===== src/pkg/timer_pkg.sv =====
// constants, field layout and reset values of the 8-bit timer with two compare channels
// assumes a classic wishbone master with 32-bit data; register data sits in bits 7:0
//
// How it works
// - counter, compare A and compare B values are 8-bit software-accessible registers.
// - overflow, compare A and compare B requests are readable bits in the flag register.
// - each request is gated by its own enable bit in the mask register.
// - ticks come from prescaler outputs or the external count input pin.
// - clock source select picks tick source and the active external edge.
// - with no tick source the counter stays still and raises no tick events.
// - both compare values are compared with the counter on every cycle.
// - a compare match sets that channel's compare flag.
// - compare results drive PWM or frequency waveforms on outputs A and B.
// - bottom is a counter value of 0x00.
// - maximum is a counter value of 0xff.
// - top is 0xff or compare A value, depending on mode.
// - tick source is chosen by a three-bit field in control register B.
// - three interrupt sources: overflow, compare A, compare B.
// - two compare channels, each with register, flag and output pin.
// - a clear-on-match mode reloads the counter from zero at top.
// - phase-correct PWM and a variable PWM period are supported.
// - select value zero stops the timer; counter access still works.
// - a software counter write wins over clear or count in that cycle.
// - compare flag sets on the tick after a match; cleared by ack or write one.
// - a counter write blocks compare matches on the next tick, even when stopped.

package timer_pkg;

    // -----------------------------------------------------------------
    // register offsets (byte addresses)
    // -----------------------------------------------------------------
    localparam logic [7:0] OFS_COUNT = 8'h00;
    localparam logic [7:0] OFS_CMP_A = 8'h04;
    localparam logic [7:0] OFS_CMP_B = 8'h08;
    localparam logic [7:0] OFS_CTRL_A = 8'h0c;
    localparam logic [7:0] OFS_CTRL_B = 8'h10;
    localparam logic [7:0] OFS_FLAG = 8'h14;
    localparam logic [7:0] OFS_MASK = 8'h18;

    // -----------------------------------------------------------------
    // field positions
    // -----------------------------------------------------------------
    localparam int WGM_LSB = 0;
    localparam int COM_B_LSB = 4;
    localparam int COM_A_LSB = 6;
    localparam int CS_LSB = 0;
    localparam int WGM2_BIT = 3;
    localparam int FORCE_B_BIT = 6;
    localparam int FORCE_A_BIT = 7;
    localparam int OVF_BIT = 0;
    localparam int CMP_A_BIT = 1;
    localparam int CMP_B_BIT = 2;

    // -----------------------------------------------------------------
    // values
    // -----------------------------------------------------------------
    localparam logic [7:0] RST_BYTE = 8'h00;
    localparam logic [7:0] BOTTOM_VAL = 8'h00;
    localparam logic [7:0] MAX_VAL = 8'hff;
    localparam logic [2:0] RST_FLAGS = 3'h0;

    localparam logic [2:0] CS_STOP = 3'h0;
    localparam logic [2:0] CS_DIV1 = 3'h1;
    localparam logic [2:0] CS_DIV8 = 3'h2;
    localparam logic [2:0] CS_DIV64 = 3'h3;
    localparam logic [2:0] CS_DIV256 = 3'h4;
    localparam logic [2:0] CS_DIV1024 = 3'h5;
    localparam logic [2:0] CS_EXT_FALL = 3'h6;
    localparam logic [2:0] CS_EXT_RISE = 3'h7;

    localparam logic [9:0] PRE_RST = 10'h000;
    localparam logic [9:0] PRE_M8 = 10'h007;
    localparam logic [9:0] PRE_M64 = 10'h03f;
    localparam logic [9:0] PRE_M256 = 10'h0ff;
    localparam logic [9:0] PRE_M1024 = 10'h3ff;

    localparam logic [2:0] WGM_NORMAL = 3'h0;
    localparam logic [2:0] WGM_CTC = 3'h2;

endpackage : timer_pkg


===== src/pkg/tick_if.sv =====
// carrier between the timer core and its tick source selector
// assumes both ends run on the same clock
`timescale 1ns/1ps

interface tick_if;
    logic [2:0] clock_source_select;
    logic timer_tick;
    modport src (input clock_source_select, output timer_tick);
    modport snk (output clock_source_select, input timer_tick);
endinterface : tick_if


===== src/core/tick_select.sv =====
// prescaler and tick source selector for the 8-bit timer
// assumes external_count_input is asynchronous to mclk
`timescale 1ns/1ps

module tick_select (
    input wire logic mclk,
    input wire logic rst_n,
    input wire logic external_count_input,
    tick_if.src tk
);

    logic ext_s1_r, ext_s2_r, ext_s3_r;
    logic [9:0] pre_r, pre_nxt;
    logic tick_r, tick_nxt;

    function automatic logic pre_hit(input logic [9:0] p, input logic [9:0] m);
        return (p & m) == m;
    endfunction : pre_hit

    // -----------------------------------------------------------------
    // source choice
    // -----------------------------------------------------------------
    always_comb begin
        pre_nxt = pre_r + 10'h001;
        case (tk.clock_source_select)
            timer_pkg::CS_STOP: tick_nxt = 1'b0;
            timer_pkg::CS_DIV1: tick_nxt = 1'b1;
            timer_pkg::CS_DIV8: tick_nxt = pre_hit(pre_r, timer_pkg::PRE_M8);
            timer_pkg::CS_DIV64: tick_nxt = pre_hit(pre_r, timer_pkg::PRE_M64);
            timer_pkg::CS_DIV256: tick_nxt = pre_hit(pre_r, timer_pkg::PRE_M256);
            timer_pkg::CS_DIV1024: tick_nxt = pre_hit(pre_r, timer_pkg::PRE_M1024);
            timer_pkg::CS_EXT_FALL: tick_nxt = ext_s3_r & ~ext_s2_r;
            timer_pkg::CS_EXT_RISE: tick_nxt = ext_s2_r & ~ext_s3_r;
            default: tick_nxt = 1'b0;
        endcase
    end

    always_ff @(posedge mclk or negedge rst_n) begin
        if (!rst_n) begin
            ext_s1_r <= 1'b0;
            ext_s2_r <= 1'b0;
            ext_s3_r <= 1'b0;
            pre_r <= timer_pkg::PRE_RST;
            tick_r <= 1'b0;
        end else begin
            ext_s1_r <= external_count_input;
            ext_s2_r <= ext_s1_r;
            ext_s3_r <= ext_s2_r;
            pre_r <= pre_nxt;
            tick_r <= tick_nxt;
        end
    end

    assign tk.timer_tick = tick_r;
endmodule : tick_select


===== src/core/timer8.sv =====
// 8-bit timer/counter with two compare channels behind a wishbone slave
// assumes a classic wishbone master on mclk; irq_ack comes from logic on mclk
`timescale 1ns/1ps

module timer8 (
    input wire logic mclk,
    input wire logic rst_n,
    input wire logic wb_cyc_i,
    input wire logic wb_stb_i,
    input wire logic wb_we_i,
    input wire logic [7:0] wb_adr_i,
    input wire logic [3:0] wb_sel_i,
    input wire logic [31:0] wb_dat_i,
    output logic [31:0] wb_dat_o,
    output logic wb_ack_o,
    input wire logic external_count_input,
    input wire logic [2:0] irq_ack,
    output logic compare_a_output,
    output logic compare_b_output,
    output logic timer_irq
);

    // -----------------------------------------------------------------
    // state
    // -----------------------------------------------------------------
    logic [7:0] count_value_r, count_value_nxt;
    logic [7:0] compare_a_value_r, compare_a_value_nxt;
    logic [7:0] compare_b_value_r, compare_b_value_nxt;
    logic [7:0] buf_a_r, buf_a_nxt, buf_b_r, buf_b_nxt;
    logic [7:0] ctrl_a_r, ctrl_a_nxt;
    logic [3:0] timer_control_b_r, timer_control_b_nxt;
    logic [2:0] timer_flag_reg_r, timer_flag_reg_nxt;
    logic [2:0] timer_mask_reg_r, timer_mask_reg_nxt;
    logic down_r, down_nxt, block_r, block_nxt;
    logic oc_a_r, oc_a_nxt, oc_b_r, oc_b_nxt;
    logic pin_a_r, pin_a_nxt, pin_b_r, pin_b_nxt;
    logic irq_r, irq_nxt, ack_r, ack_nxt;
    logic [31:0] dat_r, dat_nxt;

    logic acc, wr;
    logic [2:0] wgm, set_f, clr_f;
    logic pwm, phase_mode, fast_mode, top_from_a, tick;
    logic [7:0] top_val;
    logic match_a, match_b, hit_a, hit_b, at_top, wrap_bot, load_buf;
    logic [1:0] com_a, com_b;

    tick_if tk ();

    tick_select u_tick (
        .mclk(mclk),
        .rst_n(rst_n),
        .external_count_input(external_count_input),
        .tk(tk.src)
    );

    function automatic logic wr_hit(input logic w, input logic [7:0] a, input logic [7:0] o,
                                    input logic s);
        return w && (a == o) && s;
    endfunction : wr_hit

    // waveform step for one channel
    function automatic logic wave_next(input logic [1:0] com, input logic pw, input logic pc,
                                       input logic oc, input logic hit, input logic bot,
                                       input logic dn);
        logic r;
        r = oc;
        if (!pw) begin
            if (hit) begin
                case (com)
                    2'h1: r = ~oc;
                    2'h2: r = 1'b0;
                    2'h3: r = 1'b1;
                    default: r = oc;
                endcase
            end
        end else if (pc) begin
            if (hit && com[1]) begin
                r = com[0] ^ dn;
            end
        end else begin
            if (hit && com[1]) begin
                r = com[0];
            end else if (bot && com[1]) begin
                r = ~com[0];
            end
        end
        return r;
    endfunction : wave_next

    // -----------------------------------------------------------------
    // decode
    // -----------------------------------------------------------------
    assign acc = wb_cyc_i & wb_stb_i & ~ack_r;
    assign wr = acc & wb_we_i;
    assign tick = tk.timer_tick;
    assign tk.clock_source_select = timer_control_b_r[timer_pkg::CS_LSB +: 3];
    assign wgm = {timer_control_b_r[timer_pkg::WGM2_BIT], ctrl_a_r[timer_pkg::WGM_LSB +: 2]};
    assign pwm = wgm[0];
    assign phase_mode = wgm[1:0] == 2'h1;
    assign fast_mode = wgm[1:0] == 2'h3;
    assign top_from_a = wgm[2] | (wgm == timer_pkg::WGM_CTC);
    assign top_val = top_from_a ? compare_a_value_r : timer_pkg::MAX_VAL;
    assign com_a = ctrl_a_r[timer_pkg::COM_A_LSB +: 2];
    assign com_b = ctrl_a_r[timer_pkg::COM_B_LSB +: 2];
    assign match_a = count_value_r == compare_a_value_r;
    assign match_b = count_value_r == compare_b_value_r;
    assign at_top = count_value_r == top_val;

    // -----------------------------------------------------------------
    // counter, compare and waveform
    // -----------------------------------------------------------------
    always_comb begin
        count_value_nxt = count_value_r;
        down_nxt = down_r;
        block_nxt = block_r;
        set_f = 3'h0;
        wrap_bot = 1'b0;
        load_buf = 1'b0;
        hit_a = tick & match_a & ~block_r;
        hit_b = tick & match_b & ~block_r;
        if (tick) begin
            block_nxt = 1'b0;
            if (hit_a) begin
                set_f[timer_pkg::CMP_A_BIT] = 1'b1;
            end
            if (hit_b) begin
                set_f[timer_pkg::CMP_B_BIT] = 1'b1;
            end
            if (phase_mode) begin
                if (!down_r && at_top) begin
                    down_nxt = 1'b1;
                    load_buf = 1'b1;
                    count_value_nxt = count_value_r - 8'h01;
                end else if (down_r && count_value_r == timer_pkg::BOTTOM_VAL) begin
                    down_nxt = 1'b0;
                    set_f[timer_pkg::OVF_BIT] = 1'b1;
                    count_value_nxt = count_value_r + 8'h01;
                end else begin
                    count_value_nxt = down_r ? count_value_r - 8'h01 : count_value_r + 8'h01;
                end
            end else if (fast_mode) begin
                down_nxt = 1'b0;
                if (at_top) begin
                    count_value_nxt = timer_pkg::BOTTOM_VAL;
                    set_f[timer_pkg::OVF_BIT] = 1'b1;
                    wrap_bot = 1'b1;
                    load_buf = 1'b1;
                end else begin
                    count_value_nxt = count_value_r + 8'h01;
                end
            end else begin
                down_nxt = 1'b0;
                if (count_value_r == timer_pkg::MAX_VAL) begin
                    set_f[timer_pkg::OVF_BIT] = 1'b1;
                end
                if (top_from_a && at_top) begin
                    count_value_nxt = timer_pkg::BOTTOM_VAL;
                end else begin
                    count_value_nxt = count_value_r + 8'h01;
                end
            end
        end
        if (wr_hit(wr, wb_adr_i, timer_pkg::OFS_COUNT, wb_sel_i[0])) begin
            count_value_nxt = wb_dat_i[7:0];
            block_nxt = 1'b1;
        end
        oc_a_nxt = wave_next(com_a, pwm, phase_mode, oc_a_r, hit_a, wrap_bot, down_r);
        oc_b_nxt = wave_next(com_b, pwm, phase_mode, oc_b_r, hit_b, wrap_bot, down_r);
        if (!pwm && wr_hit(wr, wb_adr_i, timer_pkg::OFS_CTRL_B, wb_sel_i[0])) begin
            oc_a_nxt = wave_next(com_a, 1'b0, 1'b0, oc_a_nxt,
                                 wb_dat_i[timer_pkg::FORCE_A_BIT], 1'b0, 1'b0);
            oc_b_nxt = wave_next(com_b, 1'b0, 1'b0, oc_b_nxt,
                                 wb_dat_i[timer_pkg::FORCE_B_BIT], 1'b0, 1'b0);
        end
        pin_a_nxt = (com_a != 2'h0) & oc_a_r;
        pin_b_nxt = (com_b != 2'h0) & oc_b_r;
    end

    // -----------------------------------------------------------------
    // registers seen by software
    // -----------------------------------------------------------------
    always_comb begin
        buf_a_nxt = buf_a_r;
        buf_b_nxt = buf_b_r;
        compare_a_value_nxt = load_buf ? buf_a_r : compare_a_value_r;
        compare_b_value_nxt = load_buf ? buf_b_r : compare_b_value_r;
        ctrl_a_nxt = ctrl_a_r;
        timer_control_b_nxt = timer_control_b_r;
        timer_mask_reg_nxt = timer_mask_reg_r;
        clr_f = irq_ack;
        if (wr_hit(wr, wb_adr_i, timer_pkg::OFS_CMP_A, wb_sel_i[0])) begin
            buf_a_nxt = wb_dat_i[7:0];
            if (!pwm) begin
                compare_a_value_nxt = wb_dat_i[7:0];
            end
        end
        if (wr_hit(wr, wb_adr_i, timer_pkg::OFS_CMP_B, wb_sel_i[0])) begin
            buf_b_nxt = wb_dat_i[7:0];
            if (!pwm) begin
                compare_b_value_nxt = wb_dat_i[7:0];
            end
        end
        if (wr_hit(wr, wb_adr_i, timer_pkg::OFS_CTRL_A, wb_sel_i[0])) begin
            ctrl_a_nxt = wb_dat_i[7:0];
        end
        if (wr_hit(wr, wb_adr_i, timer_pkg::OFS_CTRL_B, wb_sel_i[0])) begin
            timer_control_b_nxt = wb_dat_i[3:0];
        end
        if (wr_hit(wr, wb_adr_i, timer_pkg::OFS_MASK, wb_sel_i[0])) begin
            timer_mask_reg_nxt = wb_dat_i[2:0];
        end
        if (wr_hit(wr, wb_adr_i, timer_pkg::OFS_FLAG, wb_sel_i[0])) begin
            clr_f = clr_f | wb_dat_i[2:0];
        end
        timer_flag_reg_nxt = (timer_flag_reg_r & ~clr_f) | set_f;
        irq_nxt = |(timer_flag_reg_r & timer_mask_reg_r);
        ack_nxt = acc;
        dat_nxt = 32'h0000_0000;
        if (acc && !wb_we_i) begin
            case (wb_adr_i)
                timer_pkg::OFS_COUNT: dat_nxt[7:0] = count_value_r;
                timer_pkg::OFS_CMP_A: dat_nxt[7:0] = pwm ? buf_a_r : compare_a_value_r;
                timer_pkg::OFS_CMP_B: dat_nxt[7:0] = pwm ? buf_b_r : compare_b_value_r;
                timer_pkg::OFS_CTRL_A: dat_nxt[7:0] = ctrl_a_r;
                timer_pkg::OFS_CTRL_B: dat_nxt[3:0] = timer_control_b_r;
                timer_pkg::OFS_FLAG: dat_nxt[2:0] = timer_flag_reg_r;
                timer_pkg::OFS_MASK: dat_nxt[2:0] = timer_mask_reg_r;
                default: dat_nxt = 32'h0000_0000;
            endcase
        end
    end

    always_ff @(posedge mclk or negedge rst_n) begin
        if (!rst_n) begin
            count_value_r <= timer_pkg::RST_BYTE;
            compare_a_value_r <= timer_pkg::RST_BYTE;
            compare_b_value_r <= timer_pkg::RST_BYTE;
            buf_a_r <= timer_pkg::RST_BYTE;
            buf_b_r <= timer_pkg::RST_BYTE;
            ctrl_a_r <= timer_pkg::RST_BYTE;
            timer_control_b_r <= 4'h0;
            timer_flag_reg_r <= timer_pkg::RST_FLAGS;
            timer_mask_reg_r <= timer_pkg::RST_FLAGS;
            down_r <= 1'b0;
            block_r <= 1'b0;
            oc_a_r <= 1'b0;
            oc_b_r <= 1'b0;
            pin_a_r <= 1'b0;
            pin_b_r <= 1'b0;
            irq_r <= 1'b0;
            ack_r <= 1'b0;
            dat_r <= 32'h0000_0000;
        end else begin
            count_value_r <= count_value_nxt;
            compare_a_value_r <= compare_a_value_nxt;
            compare_b_value_r <= compare_b_value_nxt;
            buf_a_r <= buf_a_nxt;
            buf_b_r <= buf_b_nxt;
            ctrl_a_r <= ctrl_a_nxt;
            timer_control_b_r <= timer_control_b_nxt;
            timer_flag_reg_r <= timer_flag_reg_nxt;
            timer_mask_reg_r <= timer_mask_reg_nxt;
            down_r <= down_nxt;
            block_r <= block_nxt;
            oc_a_r <= oc_a_nxt;
            oc_b_r <= oc_b_nxt;
            pin_a_r <= pin_a_nxt;
            pin_b_r <= pin_b_nxt;
            irq_r <= irq_nxt;
            ack_r <= ack_nxt;
            dat_r <= dat_nxt;
        end
    end

    assign wb_dat_o = dat_r;
    assign wb_ack_o = ack_r;
    assign compare_a_output = pin_a_r;
    assign compare_b_output = pin_b_r;
    assign timer_irq = irq_r;
endmodule : timer8


===== config.mk =====
export PLATFORM = sky130hd
export DESIGN_NAME = timer8
export DESIGN_NICKNAME = d
export VERILOG_FILES = /design/src/pkg/timer_pkg.sv /design/src/pkg/tick_if.sv /design/src/core/tick_select.sv /design/src/core/timer8.sv
export SDC_FILE = /design/constraint.sdc
export NUM_CORES = 1
export LEC_CHECK = 0
export BUFFER_PORTS_ARGS = -buffer_cell sky130_fd_sc_hd__buf_4
export CAP_MARGIN = 20
export CORE_ASPECT_RATIO = 0.9
export CORE_MARGIN = 2
export CORE_UTILIZATION = 30
export CTS_BUF_LIST = sky130_fd_sc_hd__clkbuf_4 sky130_fd_sc_hd__clkbuf_8
export DETAILED_ROUTE_END_ITERATION = 7
export PLACE_DENSITY = 0.49
export RECOVER_POWER = 25
export SLEW_MARGIN = 20
export SYNTH_ARGS = -nofsm -noshare
export SYNTH_HDL_FRONTEND = slang
export SYNTH_SLANG_ARGS = --single-unit
export TNS_END_PERCENT = 20

===== constraint.sdc =====
create_clock -name mclk -period 3.1 [get_ports mclk]
set_clock_uncertainty 0.2 [all_clocks]
set_input_delay 0.465 -clock mclk [delete_from_list [all_inputs] [get_ports mclk]]
set_output_delay 0.465 -clock mclk [all_outputs]
set_load 0.02 [all_outputs]

==> flow_summary.toml <==
[outcome]
status = "complete, no violations"

[grt]
grt_overflow_total = 0
grt_first_pass_wirelength_um = 24300
grt_max_degree = 53
grt_pass1_vias = 4082
grt_use_total = 0.178
grt_antenna_before_repair = 0

[sta]
grt_setup_unrepaired = "no"
hold_violations = 0
fmax_mhz = 342
worst_pin_slew_ns = 1.42
max_slew_margin = 0.0528
finalSetupViolCount = 0
setup-tns-final_ns = 0
maxSlewViolCount = 0
holdWs_ns = 0.0371
setup_slack_ns = 0.179
finalWorstPathRequiredPeriod_ns = 2.92
layout_worst_path_cycle_share = 0.942

[synth]
yosysTopAreaCellShare = 0.427
synth_area_sq_um = 5150
ys_seq_area_frac = 0.427
ys_ff_latch = 88
synthArstFlopShare = 1.00
synth_cell_types = 67
synth_edf_count = 0
yosysMostFrequentCell = "dfrtp_1"
netlist_top_cells_area = "dfrtp_1, mux2_2, mux2i_1, buf_4, nand2_1"
synth_common_cells = "dfrtp_1, nand2_1, mux2_2, buf_4, nor2_1"
syn_inst = 520
ys_warn_count = 0
synth.avg_cell_area_sq_um = 9.91
synth_flop_cell = "dfrtp_1"
synth_top_area_cell = "dfrtp_1"

[placement]
dpl_worst_slack_ns = 0.0935
gp_congestion = 0.909
dpl.hpwl_um = 11600
dp.cells = 784
port_buffers = 37

[die]
floorplan.initialDensity = 0.306
die_x_um = 142
fp.coreArea_sq_um = 16800
rows = 45
ioPinCount = 89
die_h_um = 128
die_area_sq_um = 18200

[cells_and_area]
final_nets = 643
antennaDiodeCount = 0
n_fill_cell = 1680
area_growth_syn_to_layout_pct = 16.8
drive_above_1_share = 0.262
layout.cells.non_filler = 802

[setup_path]
crit_type = "reg2reg"
crit_arrival_ns = 2.99
crit_buf_inv = 0
cp_cell_sequence = "nand2b_1 > o2111ai_1 > o41a_1 > or3_4 > o21ai_0 > o211ai_1 > a221o_1"
slowest_stage = "o41a_1"
critPathMaxFanout = 7
crit_required_ns = 3.17
cp_top_family = "compound AO/OA/AOI/OAI gates"
end_kind = "register"
cp_slowest_stage_delay_ns = 0.49
start_kind = "register"

[run]
max_cap_violations = 0

[cts]
cts_setup_buffers = 0
cts.clk_slew.worst_paths_ns = 0.10
clock_latency_ns = 0.39
h-tree-depth = 3
cts_buffer_depth = 2
cts_tree = "built"
cts_root_buffer = "clkbuf_8"
clock-sinks = 88
cts_buffers = 9

[routing]
post_drt_wl_per_cell_um = 19.5
num_vias = 4240
via_per_inst = 5.29
first_pass_iters = 5
drc = 0
routed_wl_um = 15700
drt_iter0_markers = 375
ant_nets = 0

[pwr]
leakage_nw = 2.54
powerDensity_nw_per_um2 = 412
vdd_ir_drop_max_mv = 0.187

[hold_path]
min_path_type = "in2reg"
[report_power, final]
| group | total (W) | switching, W | internal [W] | leakage (nW) |
|---|---|---|---|---|
| logic | 0.000459 | 0.000279 | 0.000180 | 1.36 |
| registers | 0.00121 | 0.0000317 | 0.00118 | 1.09 |
| clock network | 0.000807 | 0.000493 | 0.000314 | 0.0922 |
[final cells by class]
cell class              instances  area [sq um]  area share
clock inverters                 7          66.3      0.0110
flip-flops and latches         88          2200       0.366
multi-input cells             382          2640       0.439
inverters                      19          72.6      0.0121
well taps                     211           264      0.0439
clock buffers                   9           124      0.0206
repair buffers                 86           648       0.108
[sequential cells by signal (all words and copies together), names as in the netlist, 3 cells and up]
signal and count:
u_tick.pre_r 10, buf_a_r 8, buf_b_r 8, compare_a_value_r 8, compare_b_value_r 8, count_value_r 8
ctrl_a_r 8, wb_dat_o 8, timer_control_b_r 4, timer_flag_reg_r 3, timer_mask_reg_r 3
[routing by layer]
| layer | vias up | track usage | wire (um) |
|---|---|---|---|
| li1 | 1989 | - | - |
| met1 | 2097 | 0.263 | 7690 |
| met2 | 149 | 0.265 | 6930 |
| met3 | 5 | 0.0467 | 947 |
| met4 | 0 | 0.0312 | 100 |
| met5 | - | 0 | 0 |
[kinds of logic (layout without fill, tap and decap cells)]
kind of cell | count (synthesis) | count (layout) | synth area share
compound gates | 132 | 132 | 0.186
xor+xnor | 21 | 21 | 0.0357
fa+ha+maj | 4 | 4 | 0.00972
buf+inv | 73 | 121 | 0.0794
flops | 88 | 88 | 0.427
mux | 57 | 57 | 0.120
other cells | 1 | 24 | 0.000728
simple gates | 144 | 144 | 0.141
[stage by stage]
stage	power, W	instance area (sq um)	util
2_1_floorplan	0.00155	5240	-
3_3_place_gp	0.00169	5800	0.345
3_5_place_dp	0.00169	5800	0.345
4_1_cts	0.00251	6010	0.357
5_1_grt	0.00261	6010	0.357
6_report	0.00248	6010	0.357
[final timing paths]
kind                                               from                            to  slack, ns  cells after the start
max                        count_value_r[3]$_DFFE_PN0P_  count_value_r[4]$_DFFE_PN0P_       0.18                      7
min                                             wb_we_i         wb_dat_o[3]$_DFF_PN0_       0.04                      2
max reg2reg                count_value_r[3]$_DFFE_PN0P_  count_value_r[4]$_DFFE_PN0P_       0.18                      7
min reg2reg                   u_tick.ext_s1_r$_DFF_PN0_     u_tick.ext_s2_r$_DFF_PN0_       0.17                      0
max in group asynchronous                         rst_n    compare_b_output$_DFF_PN0_       0.97                      3
min in group asynchronous                         rst_n        buf_b_r[4]$_DFFE_PN0P_       0.73                      2
[timing repair]
| item | in CTS | in global routing |
|---|---|---|
| hold buffers | 2 | 0 |
| hold endpoints to repair | 51 | 0 |
| resized for setup | 0 | 1 |
| endpoints found under the setup margin | 0 | 19 |
[placed cells by master, fill, tap and decap left out, types with 12 or more instances in the layout]
master   instances
nor3_1          17
mux2i_1         20
mux2_2          37
o21ai_1         15
buf_4           82
nor2_1          25
a21oi_1         18
a22oi_1         17
dfrtp_1         88
inv_1           14
xnor2_1         16
nand2_1         38
o21ai_0         12
nand3_1         20
conb_1          24
Note: power is estimated with default switching activity, not from simulation.
